[src/geometry_stage_pkg.sv]
// Constants, field layout and helpers for the geometry stage state decode
`default_nettype none
package geometry_stage_pkg;
   // Register byte offsets on the AXI4-Lite slave
   localparam int ADDR_W = 8;
   localparam logic [7:0] ADDR_DESC_W4 = 8'h00;
   localparam logic [7:0] ADDR_DESC_W5 = 8'h04;
   localparam logic [7:0] ADDR_STATE_BASE = 8'h08;
   localparam logic [7:0] ADDR_CTRL = 8'h0C;
   localparam logic [7:0] ADDR_STATUS = 8'h10;
   localparam logic [7:0] ADDR_SAMPLER = 8'h14;
   // Descriptor word 4 field positions
   localparam int THR_MSB = 29;
   localparam int THR_LSB = 25;
   localparam int ALLOC_MSB = 23;
   localparam int ALLOC_LSB = 19;
   localparam int COUNT_MSB = 17;
   localparam int COUNT_LSB = 11;
   // Bits 18, 10:9, 8 and 7:0 must be zero
   localparam logic [31:0] RESV_MASK = 32'h0004_07FF;
   // Descriptor word 5: sampler pointer, 32-byte granules
   localparam int PTR_MSB = 31;
   localparam int PTR_LSB = 5;
   localparam int GRANULE_SHIFT = 5;
   // Legal entry counts while the stage is enabled
   localparam logic [6:0] COUNT_MIN = 7'h01;
   localparam logic [6:0] COUNT_MAX = 7'h20;
   // Thread field value that means two threads
   localparam logic [4:0] DUAL_THREADS_M1 = 5'h01;
   // Control register bits
   localparam int CTRL_ENABLE = 0;
   localparam int CTRL_LOAD = 1;
   localparam int CTRL_FENCE = 2;
   // Status register layout
   localparam int ST_PEND = 0;
   localparam int ST_ERR = 1;
   localparam int ST_DUAL = 2;
   localparam int ST_ENT_LSB = 8;
   localparam int ST_ROWS_LSB = 16;
   // Reset values and bus responses
   localparam logic [31:0] WORD_RESET = 32'h0000_0000;
   localparam logic [1:0] RESP_OKAY = 2'h0;
   localparam logic [1:0] RESP_SLVERR = 2'h2;
   // Fence tracking states, one-hot
   typedef enum logic [1:0] {FENCE_IDLE = 2'b01, FENCE_WAIT = 2'b10} fence_e;

   // Allocation code to 512-bit units
   function automatic logic [5:0] units_of(input logic [4:0] code);
      units_of = {1'b0, code} + 6'h01;
   endfunction : units_of

   // Allocation code to 256-bit rows, two per unit
   function automatic logic [6:0] rows_of(input logic [4:0] code);
      rows_of = {units_of(code), 1'b0};
   endfunction : rows_of

   // Byte-lane merge for register writes
   function automatic logic [31:0] merge(input logic [31:0] old, input logic [31:0] din,
                                         input logic [3:0] strb);
      merge = old;
      for (int i = 0; i < 4; i++) begin
         if (strb[i]) begin
            merge[i*8 +: 8] = din[i*8 +: 8];
         end
      end
   endfunction : merge
endpackage : geometry_stage_pkg
`default_nettype wire

[src/geometry_stage_decode.sv]
// Field extraction from the staged descriptor words
`timescale 1ns/1ps
`default_nettype none
module geometry_stage_decode (
   // Staged descriptor words
   input wire logic [31:0] desc_w4,
   input wire logic [31:0] desc_w5,
   input wire logic [31:0] state_base,
   // Decoded fields
   output logic [4:0] threads_m1,
   output logic [4:0] alloc_code,
   output logic [6:0] entry_count,
   output logic [31:0] sampler_addr,
   output logic resv_bad
);
   logic [26:0] sampler_ptr; // Offset in 32-byte granules

   // Plain slices, plus the sampler address sum and the reserved-bit check done here
   always_comb begin
      threads_m1 = desc_w4[geometry_stage_pkg::THR_MSB:geometry_stage_pkg::THR_LSB];
      alloc_code = desc_w4[geometry_stage_pkg::ALLOC_MSB:geometry_stage_pkg::ALLOC_LSB];
      entry_count = desc_w4[geometry_stage_pkg::COUNT_MSB:geometry_stage_pkg::COUNT_LSB];
      sampler_ptr = desc_w5[geometry_stage_pkg::PTR_MSB:geometry_stage_pkg::PTR_LSB];
      // Granule offset added to the general state base
      sampler_addr = state_base + {sampler_ptr, 5'h00};
      resv_bad = |(desc_w4 & geometry_stage_pkg::RESV_MASK);
   end
endmodule : geometry_stage_decode
`default_nettype wire

[src/geometry_stage_state_decode.sv]
// Geometry stage descriptor decode with AXI4-Lite register access
//
// The implementer's own choices: the placing of the registers and the AXI4-Lite interface to the registers.
`timescale 1ns/1ps
`default_nettype none
// How it works
// Allocation size field sizes every owned entry
// Codes 0..31 give 2..64 rows
// Size and count change only after fence
// Entry count is seven-bit plain count
// Count 1..32 when enabled, else ignored
// Dual thread: even count, half each
// Software writes zero to reserved bits
// Sampler pointer counts 32-byte granules
// Sampler state stays below 4G boundary; the sampler_addr sum wraps and is not flagged
// Thread field value one means dual
// Sampler address is base plus pointer<<5
module geometry_stage_state_decode (
   // Clock and reset
   input wire logic aclk,
   input wire logic aresetn,
   // Write address channel
   input wire logic [7:0] awaddr,
   input wire logic [2:0] awprot,
   input wire logic awvalid,
   output logic awready,
   // Write data channel
   input wire logic [31:0] wdata,
   input wire logic [3:0] wstrb,
   input wire logic wvalid,
   output logic wready,
   // Write response channel
   output logic [1:0] bresp,
   output logic bvalid,
   input wire logic bready,
   // Read address channel
   input wire logic [7:0] araddr,
   input wire logic [2:0] arprot,
   input wire logic arvalid,
   output logic arready,
   // Read data channel
   output logic [31:0] rdata,
   output logic [1:0] rresp,
   output logic rvalid,
   input wire logic rready,
   // Decoded state for dispatch and entry store allocator
   output logic stage_enable,
   output logic dual_thread,
   output logic [5:0] entry_units,
   output logic [6:0] entry_rows,
   output logic [6:0] entry_count,
   output logic [6:0] thread_entries,
   output logic [31:0] sampler_addr,
   output logic fence_pending,
   output logic config_error
);
   // Staged descriptor words, written by software
   logic [31:0] desc_w4, next_desc_w4;
   logic [31:0] desc_w5, next_desc_w5;
   logic [31:0] state_base, next_state_base;
   logic next_stage_enable;
   // Active state taken at load
   logic [4:0] act_threads_m1, next_act_threads_m1;
   logic [31:0] next_sampler_addr;
   logic next_dual_thread;
   // Pending size and count, waiting for the fence
   logic [4:0] pend_alloc, next_pend_alloc;
   logic [6:0] pend_count, next_pend_count;
   logic [4:0] act_alloc, next_act_alloc;
   logic [6:0] act_count, next_act_count;
   logic act_resv, next_act_resv;
   geometry_stage_pkg::fence_e fence_state, next_fence_state;
   // Bus response state
   logic next_bvalid, next_rvalid;
   logic [1:0] next_bresp, next_rresp;
   logic [31:0] next_rdata;
   // Decoder outputs
   logic [4:0] dec_threads_m1;
   logic [4:0] dec_alloc;
   logic [6:0] dec_count;
   logic [31:0] dec_sampler_addr;
   logic dec_resv;
   // Handshake terms
   logic wr_go, rd_go, load_go, fence_go;
   logic [7:0] wr_addr, rd_addr;
   logic [31:0] ctrl_word;

   geometry_stage_decode u_decode (
      .desc_w4(desc_w4),
      .desc_w5(desc_w5),
      .state_base(state_base),
      .threads_m1(dec_threads_m1),
      .alloc_code(dec_alloc),
      .entry_count(dec_count),
      .sampler_addr(dec_sampler_addr),
      .resv_bad(dec_resv)
   );

   // Write taken only with both address and data; one write in flight
   assign wr_go = awvalid && wvalid && !bvalid;
   assign awready = wr_go;
   assign wready = wr_go;
   assign rd_go = arvalid && !rvalid;
   assign arready = !rvalid;
   assign wr_addr = {awaddr[7:2], 2'h0};
   assign rd_addr = {araddr[7:2], 2'h0};
   assign ctrl_word = geometry_stage_pkg::merge(geometry_stage_pkg::WORD_RESET, wdata, wstrb);
   // Load and fence are write-one pulses in the control register
   assign load_go = wr_go && wr_addr == geometry_stage_pkg::ADDR_CTRL
                    && ctrl_word[geometry_stage_pkg::CTRL_LOAD];
   assign fence_go = wr_go && wr_addr == geometry_stage_pkg::ADDR_CTRL
                     && ctrl_word[geometry_stage_pkg::CTRL_FENCE];

   // Register writes, load and fence
   always_comb begin
      next_desc_w4 = desc_w4;
      next_desc_w5 = desc_w5;
      next_state_base = state_base;
      next_stage_enable = stage_enable;
      next_act_threads_m1 = act_threads_m1;
      next_sampler_addr = sampler_addr;
      next_dual_thread = dual_thread;
      next_pend_alloc = pend_alloc;
      next_pend_count = pend_count;
      next_act_alloc = act_alloc;
      next_act_count = act_count;
      next_act_resv = act_resv;
      next_fence_state = fence_state;
      next_bvalid = bvalid && !bready;
      next_bresp = bresp;
      if (wr_go) begin
         next_bvalid = 1'b1;
         next_bresp = geometry_stage_pkg::RESP_OKAY;
         case (wr_addr)
            geometry_stage_pkg::ADDR_DESC_W4:
               next_desc_w4 = geometry_stage_pkg::merge(desc_w4, wdata, wstrb);
            geometry_stage_pkg::ADDR_DESC_W5:
               next_desc_w5 = geometry_stage_pkg::merge(desc_w5, wdata, wstrb);
            geometry_stage_pkg::ADDR_STATE_BASE:
               next_state_base = geometry_stage_pkg::merge(state_base, wdata, wstrb);
            geometry_stage_pkg::ADDR_CTRL:
               next_stage_enable = ctrl_word[geometry_stage_pkg::CTRL_ENABLE];
            // Status and sampler address are read-only
            geometry_stage_pkg::ADDR_STATUS, geometry_stage_pkg::ADDR_SAMPLER:
               next_bresp = geometry_stage_pkg::RESP_OKAY;
            default: next_bresp = geometry_stage_pkg::RESP_SLVERR;
         endcase
      end
      if (load_go) begin
         // Pointer and thread count take effect at once
         next_act_threads_m1 = dec_threads_m1;
         next_dual_thread = dec_threads_m1 == geometry_stage_pkg::DUAL_THREADS_M1;
         next_sampler_addr = dec_sampler_addr;
         next_act_resv = dec_resv;
         // Size and count are parked until the fence arrives
         next_pend_alloc = dec_alloc;
         next_pend_count = dec_count;
         if (dec_alloc != act_alloc || dec_count != act_count) begin
            next_fence_state = geometry_stage_pkg::FENCE_WAIT;
         end
      end
      if (fence_go) begin
         // Fence in the same write as a load applies the new values
         next_act_alloc = next_pend_alloc;
         next_act_count = next_pend_count;
         next_fence_state = geometry_stage_pkg::FENCE_IDLE;
      end
      case (fence_state)
         geometry_stage_pkg::FENCE_IDLE, geometry_stage_pkg::FENCE_WAIT: ;
         default: next_fence_state = geometry_stage_pkg::FENCE_IDLE;
      endcase
   end

   // Registers of the write side
   always_ff @(posedge aclk) begin
      if (!aresetn) begin
         desc_w4 <= geometry_stage_pkg::WORD_RESET;
         desc_w5 <= geometry_stage_pkg::WORD_RESET;
         state_base <= geometry_stage_pkg::WORD_RESET;
         stage_enable <= 1'b0;
         act_threads_m1 <= 5'h00;
         sampler_addr <= geometry_stage_pkg::WORD_RESET;
         dual_thread <= 1'b0;
         pend_alloc <= 5'h00;
         pend_count <= 7'h00;
         act_alloc <= 5'h00;
         act_count <= 7'h00;
         act_resv <= 1'b0;
         fence_state <= geometry_stage_pkg::FENCE_IDLE;
         bvalid <= 1'b0;
         bresp <= geometry_stage_pkg::RESP_OKAY;
      end else begin
         desc_w4 <= next_desc_w4;
         desc_w5 <= next_desc_w5;
         state_base <= next_state_base;
         stage_enable <= next_stage_enable;
         act_threads_m1 <= next_act_threads_m1;
         sampler_addr <= next_sampler_addr;
         dual_thread <= next_dual_thread;
         pend_alloc <= next_pend_alloc;
         pend_count <= next_pend_count;
         act_alloc <= next_act_alloc;
         act_count <= next_act_count;
         act_resv <= next_act_resv;
         fence_state <= next_fence_state;
         bvalid <= next_bvalid;
         bresp <= next_bresp;
      end
   end

   // Outputs derived from the fenced values, the state taken at load and the enable
   always_comb begin
      entry_units = geometry_stage_pkg::units_of(act_alloc);
      entry_rows = geometry_stage_pkg::rows_of(act_alloc);
      // Count means nothing while the stage is off
      entry_count = stage_enable ? act_count : 7'h00;
      thread_entries = dual_thread ? {1'b0, entry_count[6:1]} : entry_count;
      fence_pending = fence_state == geometry_stage_pkg::FENCE_WAIT;
      // Flags programming the device cannot honour
      config_error = stage_enable && (act_count < geometry_stage_pkg::COUNT_MIN
                     || act_count > geometry_stage_pkg::COUNT_MAX
                     || (dual_thread && act_count[0]) || act_resv);
   end

   // Read mux and response
   always_comb begin
      next_rvalid = rvalid && !rready;
      next_rdata = rdata;
      next_rresp = rresp;
      if (rd_go) begin
         next_rvalid = 1'b1;
         next_rresp = geometry_stage_pkg::RESP_OKAY;
         next_rdata = geometry_stage_pkg::WORD_RESET;
         case (rd_addr)
            geometry_stage_pkg::ADDR_DESC_W4: next_rdata = desc_w4;
            geometry_stage_pkg::ADDR_DESC_W5: next_rdata = desc_w5;
            geometry_stage_pkg::ADDR_STATE_BASE: next_rdata = state_base;
            geometry_stage_pkg::ADDR_CTRL:
               next_rdata[geometry_stage_pkg::CTRL_ENABLE] = stage_enable;
            geometry_stage_pkg::ADDR_STATUS: begin
               next_rdata[geometry_stage_pkg::ST_PEND] = fence_pending;
               next_rdata[geometry_stage_pkg::ST_ERR] = config_error;
               next_rdata[geometry_stage_pkg::ST_DUAL] = dual_thread;
               next_rdata[geometry_stage_pkg::ST_ENT_LSB +: 7] = thread_entries;
               next_rdata[geometry_stage_pkg::ST_ROWS_LSB +: 7] = entry_rows;
            end
            geometry_stage_pkg::ADDR_SAMPLER: next_rdata = sampler_addr;
            default: next_rresp = geometry_stage_pkg::RESP_SLVERR;
         endcase
      end
   end

   // Registers of the read side
   always_ff @(posedge aclk) begin
      if (!aresetn) begin
         rvalid <= 1'b0;
         rdata <= geometry_stage_pkg::WORD_RESET;
         rresp <= geometry_stage_pkg::RESP_OKAY;
      end else begin
         rvalid <= next_rvalid;
         rdata <= next_rdata;
         rresp <= next_rresp;
      end
   end
endmodule : geometry_stage_state_decode
`default_nettype wire

[config.mk]
export PLATFORM = sky130hd
export DESIGN_NAME = geometry_stage_state_decode
export DESIGN_NICKNAME = d
export VERILOG_FILES = /design/src/geometry_stage_pkg.sv /design/src/geometry_stage_decode.sv /design/src/geometry_stage_state_decode.sv
export SDC_FILE = /design/constraint.sdc
export NUM_CORES = 1
export LEC_CHECK = 0
export ABC_AREA = 0
export BUFFER_PORTS_ARGS = -buffer_cell sky130_fd_sc_hd__buf_2
export CELL_PAD_IN_SITES_DETAIL_PLACEMENT = 2
export CELL_PAD_IN_SITES_GLOBAL_PLACEMENT = 2
export CORE_MARGIN = 8
export CORE_UTILIZATION = 37
export DETAILED_ROUTE_END_ITERATION = 10
export PLACE_DENSITY_LB_ADDON = 0.1
export SYNTH_ARGS = -nofsm -noshare
export SYNTH_HDL_FRONTEND = slang
export SYNTH_HIERARCHICAL = 1
export SYNTH_SLANG_ARGS = --single-unit
[constraint.sdc]
create_clock -name aclk -period 4.1 [get_ports aclk]
set_clock_uncertainty 0.1 [all_clocks]
set_input_delay 1.025 -clock aclk [delete_from_list [all_inputs] [get_ports aclk]]
set_output_delay 1.025 -clock aclk [all_outputs]
set_load 0.05 [all_outputs]
=== After elaboration in Yosys (flattened, before gate mapping) ===
Index checks and enable logic that the tools add are counted.

* Register bits after elaboration: 195

* Muxes and demuxes: 16
* Add/sub/neg operators: 2
* $lt $le $gt $ge: 2
* Eq/ne operators: 15
* Bitwise gates (word level): 2
* Reductions and logical operators: 39

{| class="wikitable"
|+ Operators by type and width
! operator !! number
|-
| $pmux 7 s5 || 2
|-
| $pmux 9 s4 || 1
|-
| $reduce_and 3->1 || 12
|-
| $add 32x32->32 || 1
|-
| $eq 6x2->1 const B || 4
|-
| $eq 6x3->1 const B || 4
|-
| $mux 7 || 3
|-
| $pmux 5 s4 || 1
|-
| $logic_not 8->1 || 2
|-
| $eq 6x1->1 const B || 2
|-
| $reduce_or 12->1 || 1
|-
| $reduce_or 6->1 || 2
|-
| $logic_and 1x1->1 || 10
|-
| $pmux 2 s5 || 1
|-
| $gt 7x6->1 const B || 1
|-
| $lt 7x1->1 const B || 1
|-
| $ne 7x7->1 || 1
|-
| $add 5x1->6 const B || 1
|-
| $pmux 1 s6 || 1
|-
| $eq 5x1->1 const B || 1
|-
| $mux 5 || 1
|-
| $ne 5x5->1 || 1
|-
| $logic_not 1->1 || 4
|-
| $logic_or 1x1->1 || 4
|-
| other kinds (10) || 14
|}

=== Logic depth before layout (Yosys ltp) ===
Gate-level depths: netlist of the first run.

* Depth after elaboration: 6
* Gate-level depth with buffers: 12

=== Cells and area by module ===
Netlist of the first run, hierarchy kept.

{| class="wikitable"
|+ By module, submodules not included
! module !! sequential area each (um^2) !! cells each !! area an instance (um^2) !! times used
|-
| geometry_stage_state_decode || 3863.7 || 956 || 8465.6 || 1
|-
| geometry_stage_decode || 0.0 || 223 || 1640.3 || 1
|}

=== Worst setup path after synthesis of the first run ===
No wires, ideal clock.

* Kind: input to output
* Start point: input port awvalid
* End point: output port wready
* Path slack: 835 ps
* Required time: 2975 ps
* Buffers on the path: 1
* Stages: 3
* Data arrival time: 2140 ps
* Cells stage by stage: nand3b_1 clkinv_1 buf_4

* Cells in the longest elaborated chain, start to end: 2

{| class="wikitable"
|+ RTL lines
! what !! RTL line !! RTL
|-
| from (decl) || geometry_stage_state_decode.sv:25 || <nowiki>input wire logic awvalid,</nowiki>
|-
| $logic_and 1x1->1 (2 in series) || geometry_stage_state_decode.sv:100 || <nowiki>assign wr_go = awvalid && wvalid && !bvalid;</nowiki>
|-
| to (decl) || geometry_stage_state_decode.sv:31 || <nowiki>output logic wready,</nowiki>
|}

No other way between the ends.

=== Final worst setup path of the first run ===
* Start point: register act_alloc[0]
* End point: output port entry_rows[5]

* Cells in the longest elaborated chain, start to end: 1

{| class="wikitable"
|+ RTL lines
! what !! RTL line !! RTL
|-
| from (decl) || geometry_stage_state_decode.sv:69 || <nowiki>logic [4:0] act_alloc, next_act_alloc;</nowiki>
|-
| from (signal assigned) || geometry_stage_state_decode.sv:202 || <nowiki>act_alloc <= next_act_alloc;</nowiki>
|-
| $add 5x1->6 || geometry_stage_pkg.sv:49 || <nowiki>units_of = {1'b0, code} + 6'h01;</nowiki>
|-
| to (decl) || geometry_stage_state_decode.sv:50 || <nowiki>output logic [6:0] entry_rows,</nowiki>
|}

No other way between the ends.

==> run summary, run 1 <==
Once the clock tree was built, the setup fixing pass inserted 0 buffers. The internal portion of the total power is 2.799 mW. In this run the count of I/O pins placed on the die edge is 169.

Required time at the endpoint of the critical path: 2970 ps. The initialized floorplan defines 60 standard-cell rows. For the final routed database, the setup TNS stands at 0 ps. Cell at the slowest stage of the critical path: dfxtp_1. The share of total power dissipated in the clock network is 43.3%. The placed instances occupy a cell area of 11,020 sq um.

The classification of the worst setup path is register to output port. The post-route fraction of the period consumed by the critical path is 77.77%. For this block, the initial DRC count from the detailed router was 615. For the full die area, the log shows 32,860 sq um.

The first detailed-routing pass ran for 8 iterations. The buffers plus inverters on the worst setup path was 1. Fraction of final layout cells with drive strength greater than 1: 18.65%. From left edge to right edge, the die measures 181.3 microns. Walking the worst path, the cells encountered are ha_1, nand3_1, xnor2_1, buf_2.

Per report_power, the combinational group accounts for 7.2% of the total. Summed over all nets, the half-perimeter wirelength after detailed placement is 28,710 microns. At the end of the flow, the number of nets in the layout was 1,368. For this run, the slowest stage of the critical path takes 490 ps.

The tools report the root cell of the clock tree as clkbuf_16. After synthesis, the share of flip-flops with an asynchronous set or reset is 0%. Global routing used 23.65% of the available tracks. CTS built an H-tree with a depth of 4. The power density over the cells works out to 330.9 nW/um^2. The number of gates resized after CTS was 0. Initial antenna violation count: 2. For this design the total switching power over the nets is 1.037 mW.

The number of pins with negative max-slew slack in the final report is 0, and the number of cells on the critical path is 4. The number of clock sinks is 193, and the number of warnings issued by yosys is 6. The cell count after synthesis came out at 1,179. For this run, design rule violations remaining after detail routing come to 0.

The synthesized netlist contains 74 unique library cells. For this block, the routed nets add up to 39,570 microns of wire. The count of port buffers added during placement is 155. Setup repair after global routing left no endpoint under its margin.

The time the final worst path needs with I/O delays and setup was 3189 ps. Data on the critical path arrives at its endpoint at 2060 ps. Net switching is 27.03% of the power. The chip height came out at 181.3 microns. Path class of the lowest-slack min-delay path: register to register.

The worst setup path is launched from a register. The overall power is 3.836 mW, and the final global-route overflow total is 0. The average cell area after synthesis was 8.572 sq um.

STA classifies the critical path endpoint as an output port. For the maximum root-to-sink buffer count, the log shows 2. The measured slew at the worst slew-check pin is 1067 ps. For the maximum number of pins on one net before global-route repair, the log shows 69. The cell family contributing the most delay on the critical path is flip-flops. After clock tree synthesis, the clock-pin slew on the worst setup and hold paths is 80 ps. TritonCTS built the clock tree. The CTS buffer count was 17. After synthesis, flip-flops and latches occupy 38.23% of the total area.

The logs give 0 for the number of nets with antenna violations after routing and 11,590 sq um for the design area. The worst max-slew margin expressed relative to the limit is 28.66%. The run gives 0 as the number of maximum-capacitance constraint violations. The leakage power summed over all cells was 4.687 nW. The congestion estimate from routability-driven global placement came to 0.8542. For the via count of the first global-routing pass, the log shows 10,325. Measured in cells, the most critical reg-to-reg path has a length of 10. The flow ran to the end, and the final reports show no timing, DRC or antenna violations. The combined area of all synthesized cells is 10,110 sq um, and the maximum fanout encountered on the critical timing path is 6. Setup violations remaining at the end of the flow were counted as 0.

For this run, the leading register cell type out of synthesis is dfxtp_1. Buffers inserted to repair hold after CTS numbered 0. The global-route wire length before repair came out at 61,390 microns. Derived from the worst setup path, the maximum achievable clock frequency is 313.6 MHz. Sequential cells account for 49.4% of the total power. Number of synthesized flops with an enable pin: 0.

Along the worst hold path, the cell count comes to 2. The synthesized design contains 193 register bits. In the routed layout, each cell is associated on average with a via count of 5.872. Dividing the detail-routed wire length by the instance count gives 24.28 microns. Final hold violation count: 0. The final route contains 9,571 vias. For the worst voltage drop across the vdd grid, the log shows 0.2773 mV. The layout has 3,027 filler cells. The later-pin clock latency in the skew report is 440 ps, and the final hold slack is 364.5 ps. Compared with the post-synthesis result, the final layout area differs by 14.73%.

The region available for standard cell placement spans 26,880 sq um. The initial utilization of the core area, before any placement, comes to 37.60%.
## state kept, by name, indices dropped and copies added, names as in the netlist
register      count
bvalid            1
state_base       32
pend_alloc        5
stage_enable      1
rdata            32
act_resv          1
rvalid            1
desc_w4          32
fence_state       2
dual_thread       1
pend_count        7
sampler_addr     32
act_alloc         5
act_count         7
rresp             1
desc_w5          32
bresp             1
## layer usage
metal / track usage [%] / wire length (microns) / share of wire (%) / vias up
li1: - / - / - / 4414
met1: 30.27 / 17980 / 45 / 4877
met2: 40.64 / 19260 / 49 / 237
met3: 3.571 / 1617 / 4.1 / 43
met4: 6.691 / 712 / 1.8 / 0
met5: 0 / 0 / 0 / -
## power by group through the flow
stage	combinational [mW]	clock, mW	sequential (mW)
after global placement	0.273	0	1.94
after floorplan	0.127	0	1.98
final	0.278	1.66	1.90
after global routing	0.294	1.76	1.90
after detailed placement	0.278	0	1.94
after CTS	0.279	1.70	1.90
## final timing paths
check                         startpoint                             to  slack [ps]
max reg2reg      desc_w5[6]$_SDFFE_PN0P_  sampler_addr[26]$_SDFFE_PN0P_        1050
min reg2reg  fence_state[1]$_SDFFE_PP0P_    fence_state[1]$_SDFFE_PP0P_         360
max            act_alloc[0]$_SDFFE_PN0P_                  entry_rows[5]         910
min          fence_state[1]$_SDFFE_PP0P_    fence_state[1]$_SDFFE_PP0P_         360
## cell type report
| type | instances | area (sq um) | share of cell area [%] |
|---|---|---|---|
| clock inverter | 13 | 117.6 | 1.014 |
| clock buffer | 19 | 452.9 | 3.906 |
| multi-input combinational | 855 | 5630 | 48.56 |
| timing repair buffer | 184 | 1012 | 8.730 |
| sequential | 193 | 3864 | 33.32 |
| antenna | 2 | 5.005 | 0.04316 |
| inverter | 23 | 86.33 | 0.7446 |
| tap | 341 | 426.7 | 3.680 |
## through the flow
| step | cells | setup slack, ps | util, % |
|---|---|---|---|
| detailed placement | 1596 | 1010 | 41.00 |
| global placement | 1596 | 1084 | 41.00 |
| floorplan | 1181 | 835.2 | - |
| global route | 1630 | 833.1 | 43.14 |
| CTS | 1628 | 908.5 | 43.12 |
| finish | 1630 | 911.4 | 43.14 |
## placed cells by master (no fill, tap or decap), drive strengths merged, types with 16 or more instances in the layout
cell type / instances
nor2: 29
a21o: 18
nor2b: 38
a21oi: 44
nand3: 67
a222oi: 16
a221oi: 26
nand4: 16
buf: 184
inv: 29
o21ai: 91
clkbuf: 19
ha: 28
a21boi: 47
xnor2: 31
nand2: 179
a22oi: 31
dfxtp: 193
mux2i: 65
## Yosys cell counts (5+ instances only)
| library cell | number | share of area [%] |
|---|---|---|
| a21boi_0 | 47 | 3.5 |
| a21o_1 | 17 | 1.3 |
| a21oi_1 | 43 | 2.1 |
| a221oi_1 | 25 | 2.2 |
| a222oi_1 | 16 | 1.6 |
| a22oi_1 | 31 | 2.3 |
| a31oi_1 | 8 | 0.50 |
| and2_1 | 11 | 0.68 |
| and3_1 | 12 | 0.74 |
| buf_1 | 8 | 0.30 |
| buf_2 | 8 | 0.40 |
| buf_4 | 34 | 2.5 |
| clkbuf_1 | 57 | 2.1 |
| dfxtp_1 | 193 | 38 |
| ha_1 | 28 | 3.5 |
| inv_1 | 22 | 0.82 |
| mux2i_1 | 65 | 6.4 |
| nand2_1 | 179 | 6.6 |
| nand2b_1 | 5 | 0.31 |
| nand3_1 | 67 | 3.3 |
| nand4_1 | 15 | 0.93 |
| nor2_1 | 28 | 1.0 |
| nor2b_1 | 38 | 2.4 |
| nor3_1 | 7 | 0.35 |
| nor4_1 | 5 | 0.31 |
| o211a_1 | 13 | 1.3 |
| o21ai_0 | 84 | 4.2 |
| xnor2_1 | 31 | 2.7 |
| xor2_1 | 7 | 0.61 |
## cells by family (layout without fill, tap and decap cells)
group | count (synthesis) | after routing | synth area share [%]
AND/OR/NAND/NOR | 397 | 397 | 19.59
AO/OA/AOI/OAI | 322 | 322 | 22.17
flip-flops | 193 | 193 | 38.23
buffers and inverters | 133 | 239 | 6.463
multiplexers | 66 | 66 | 6.549
XOR/XNOR | 38 | 38 | 3.293
adder cells (fa/ha/maj) | 29 | 29 | 3.665
other | 1 | 5 | 0.03711
## worst register-to-register path, delay by kind of cell, from the launching register on
family                   cells  cell delay (ps)
AO/OA/AOI/OAI                6             1670
AND/OR/NAND/NOR              2              370
flip-flops                   1              360
adder cells (fa/ha/maj)      1              290
XOR/XNOR                     1              200
No activity file was read; power rests on OpenSTA's default activity.
==> run 2, diff against run 1 <==
- ABC_AREA: 0 -> 1
- CORE_UTILIZATION: 37 -> 28
- clock period: 4.1 -> 2.6 ns (I/O delays scaled with it)
==> run 2 against run 1 <==
  * Wire length grew 12%
  * Worst hold slack worse by 5.8 ps
  * Synthesized cell count grew 32%
  * Global-route usage down 3.1 points
  * First-iteration DRC count shrank 19%
  * Highest routed layer unchanged
  * Register-to-register slack lost 820 ps
  * Non-clock buffer count up 16
==> run summary, run 2 <==
The tool flagged a number of max-cap violations equal to 0. In the post-synthesis netlist, the cell with the most instances is nand2_1. The H-tree generated during clock tree synthesis spans 4 levels. Counting along the longest clock path gives a buffer depth of 2. Hold is met by 358.7 ps.

Number of pins with negative max-slew slack in the final report: 0. Dividing the detail-routed wire length by the instance count gives 20.52 microns. In this run the clock root is driven by a clkbuf_16. The share of the core filled with cells in the final layout is 33.48%.

Combined area of all synthesized cells: 10,340 sq um. The floorplan step defined a core boundary enclosing 36,520 sq um. For this block, the initial DRC count from the detailed router was 497. The cell at the slowest stage of the critical path is dfxtp_1. The logs give 71 for the maximum number of pins on one net before global-route repair and 4,480 for the count of fill cells added during filler insertion. The initial utilization of the core area, before any placement, comes to 28.30%. The smallest clock period supported by the final layout is computed as 2526 ps.

In this run the biggest area consumer among cell types represents 37.38% of the synthesized area. The worst-case IR drop observed on VDD is 0.4910 mV. Summed over all nets, the half-perimeter wirelength after detailed placement is 34,730 microns.

Traced cell by cell, the critical path runs through ha_1, xor2_1, clkbuf_4. The buffers plus inverters on the worst setup path is 1, and the number of warnings issued by yosys is 6. The highest clock frequency the design can meet was 395.9 MHz; the storage element area was 3869 sq um. Counting flops and latches in the post-synthesis netlist gives 193.

Along the worst path, the maximum fanout reaches 6. Yosys mapped a number of flops with a built-in enable equal to 0. The kind of start point of the critical path was a register.

The final critical path takes up 97.14% of the cycle. In the final layout, the share of cells above drive strength 1 is 16.47%. The number of nets with antenna violations after routing is 0, and the measured slew at the worst slew-check pin is 651.3 ps. Data on the critical path is required at its endpoint by 1850 ps.

In this design, the largest share of critical-path delay is due to flip-flops. The routed design has 44,480 microns of wire. The initial antenna violation count is 1.

The run gives 0 as the number of failing setup endpoints in the final timing report. Via count: 10,722. Headroom to the max-slew limit came out at 56.18%. The chip height is 208.1 microns, and the leakage power summed over all cells is 5.849 nW. Adding up every negative setup slack in the final design gives 0 ps. The worst setup path is captured at an output port. The later-pin clock latency in the skew report was 460 ps. Sequential elements use 37.38% of the synthesized area.

The first detailed-routing pass ran for 4 iterations. The top cell types in the final layout, fill and taps aside, are nand2_1, nor2_1, dfxtp_1, o21ai_0, inv_1. Setup repair after global routing could not meet its margin everywhere. The synthesis-to-finish area growth works out to 18.28%. During placement, the flow inserted port buffers numbering 155.

The setup path with the least slack is of type register to output port. The global-route wire length before repair came out at 69,010 microns. Arrival time of data at the critical path endpoint: 1780 ps. The final hold violation count is 0. Global routing finished with a remaining overflow of 0. After detailed routing, the number of vias per cell comes to 4.946.

The share of synthesized registers carrying an async set or reset came out at 0%. Measured along the x axis, the die boundary spans 208.1 microns. After floorplanning, the core was divided into 70 placement rows.

The via count of the first global-routing pass is 11,525, and the gate count of the mapped netlist is 1,553. The number of buffers inserted by post-CTS setup repair was 0. By area the synthesized netlist is led by dfxtp_1, nand2_1, nor2_1, o21ai_0, inv_1. The all-layer global routing usage is 20.51%. Summing all multi-input logic gate instances after layout gives 5405 sq um. The power density over the cells works out to 502.3 nW/um^2.

TritonCTS built the clock tree. Most common cell after layout, fill and taps aside: nand2_1. The CTS buffer count came out at 17. The path class of the lowest-slack min-delay path is input port to register. 169 I/O pins were placed. For this run, design rule violations remaining after detail routing come to 0.

Routability-driven placement finished with a final weighted congestion of 0.8120. For this run, the post-layout net count is 1,781. The clock net in this run drives a total of 193 sinks. The largest single stage delay on the critical path is 450 ps. Yosys mapped the design onto 46 distinct sky130hd cell types. The tools report the full die area as 43,320 sq um. The flow ran to the end, and the final reports show no timing, DRC or antenna violations.

The most used flip-flop cell after synthesis is dfxtp_1. After synthesis, the mean cell area works out to 6.656 sq um. After clock tree synthesis, the clock-pin slew on the worst setup and hold paths is 80 ps.

The largest total area in the synthesized netlist belongs to dfxtp_1. The total inserted antenna cells is 0. The commonest cells after synthesis are nand2_1, nor2_1, dfxtp_1, o21ai_0, inv_1.
-- run 2: cells by family (layout without fill, tap and decap cells) --
kind of cell	after synthesis	in the layout	synth area share (%)
AOI/OAI and AO/OA	296	296	15.31
xor gates and xnor gates	30	30	2.542
adders and majority gates	29	29	3.583
buffers and inverters	244	389	10.65
DFF	193	193	37.38
other	1	3	0.03628
and+or+nand+nor	760	760	30.50
-- run 2: worst paths after layout --
check / start / to / slack, ps / cells after the start
max: act_alloc[0]$_SDFFE_PN0P_ / entry_units[2] / 70 / 3
min: wdata[4] / state_base[4]$_SDFFE_PN0P_ / 360 / 3
max reg2reg: state_base[5]$_SDFFE_PN0P_ / sampler_addr[21]$_SDFFE_PN0P_ / 230 / 12
min reg2reg: rdata[3]$_SDFFE_PN0P_ / rdata[3]$_SDFFE_PN0P_ / 360 / 2
-- run 2: layout make-up --
class | instances | share of cell area [%]
Multi-Input combinational cell | 1118 | 44.21
Sequential cell | 193 | 31.64
Timing Repair Buffer | 200 | 9.763
Inverter | 157 | 4.820
Tap cell | 468 | 4.789
Clock buffer | 18 | 3.592
Clock inverter | 14 | 1.187
-- run 2: routing by layer --
| layer | global-route usage [%] | vias up | share of wire [%] |
|---|---|---|---|
| met2 | 35.40 | 156 | 48 |
| met4 | 4.821 | 0 | 1.6 |
| li1 | - | 5202 | - |
| met3 | 3.637 | 34 | 2.9 |
| met5 | 0 | - | 0 |
| met1 | 26.28 | 5330 | 48 |
-- run 2: metrics by stage --
| stage | cells | setup slack (ps) | instance area (sq um) | power [mW] |
|---|---|---|---|---|
| finish | 2168 | 74.25 | 12230 | 6.142 |
| global route | 2168 | -37.41 | 12230 | 6.375 |
| CTS | 2168 | 12.02 | 12200 | 6.247 |
| detailed placement | 2136 | 121.6 | 11620 | 3.476 |
| global placement | 2136 | 181.7 | 11620 | 3.469 |
| floorplan | 1555 | -132.7 | 10360 | 3.293 |
-- run 2: repair_timing --
item | in CTS | in global routing
setup endpoints to repair | 5 | 11
gates resized for setup | 2 | 11
hold buffers | 0 | 0
gates cloned | 0 | 0
-- run 2: power breakdown --
part / switching (mW) / total, mW / leakage [nW] / internal [mW]
clock network: 1.36 / 2.74 / 0.284 / 1.38
logic: 0.305 / 0.408 / 4.01 / 0.103
registers: 0.0157 / 2.99 / 1.56 / 2.98
-- run 2: worst register-to-register path: stages (launching register included) --
cell,delay (ps)
dfxtp_1,370
ha_1,220
inv_1,70
fa_1,410
inv_2,130
nand3_1,100
nand3_2,130
nand2_1,70
nand2_1,140
a21oi_1,130
xor2_1,150
o21ai_0,180
nor2_1,50
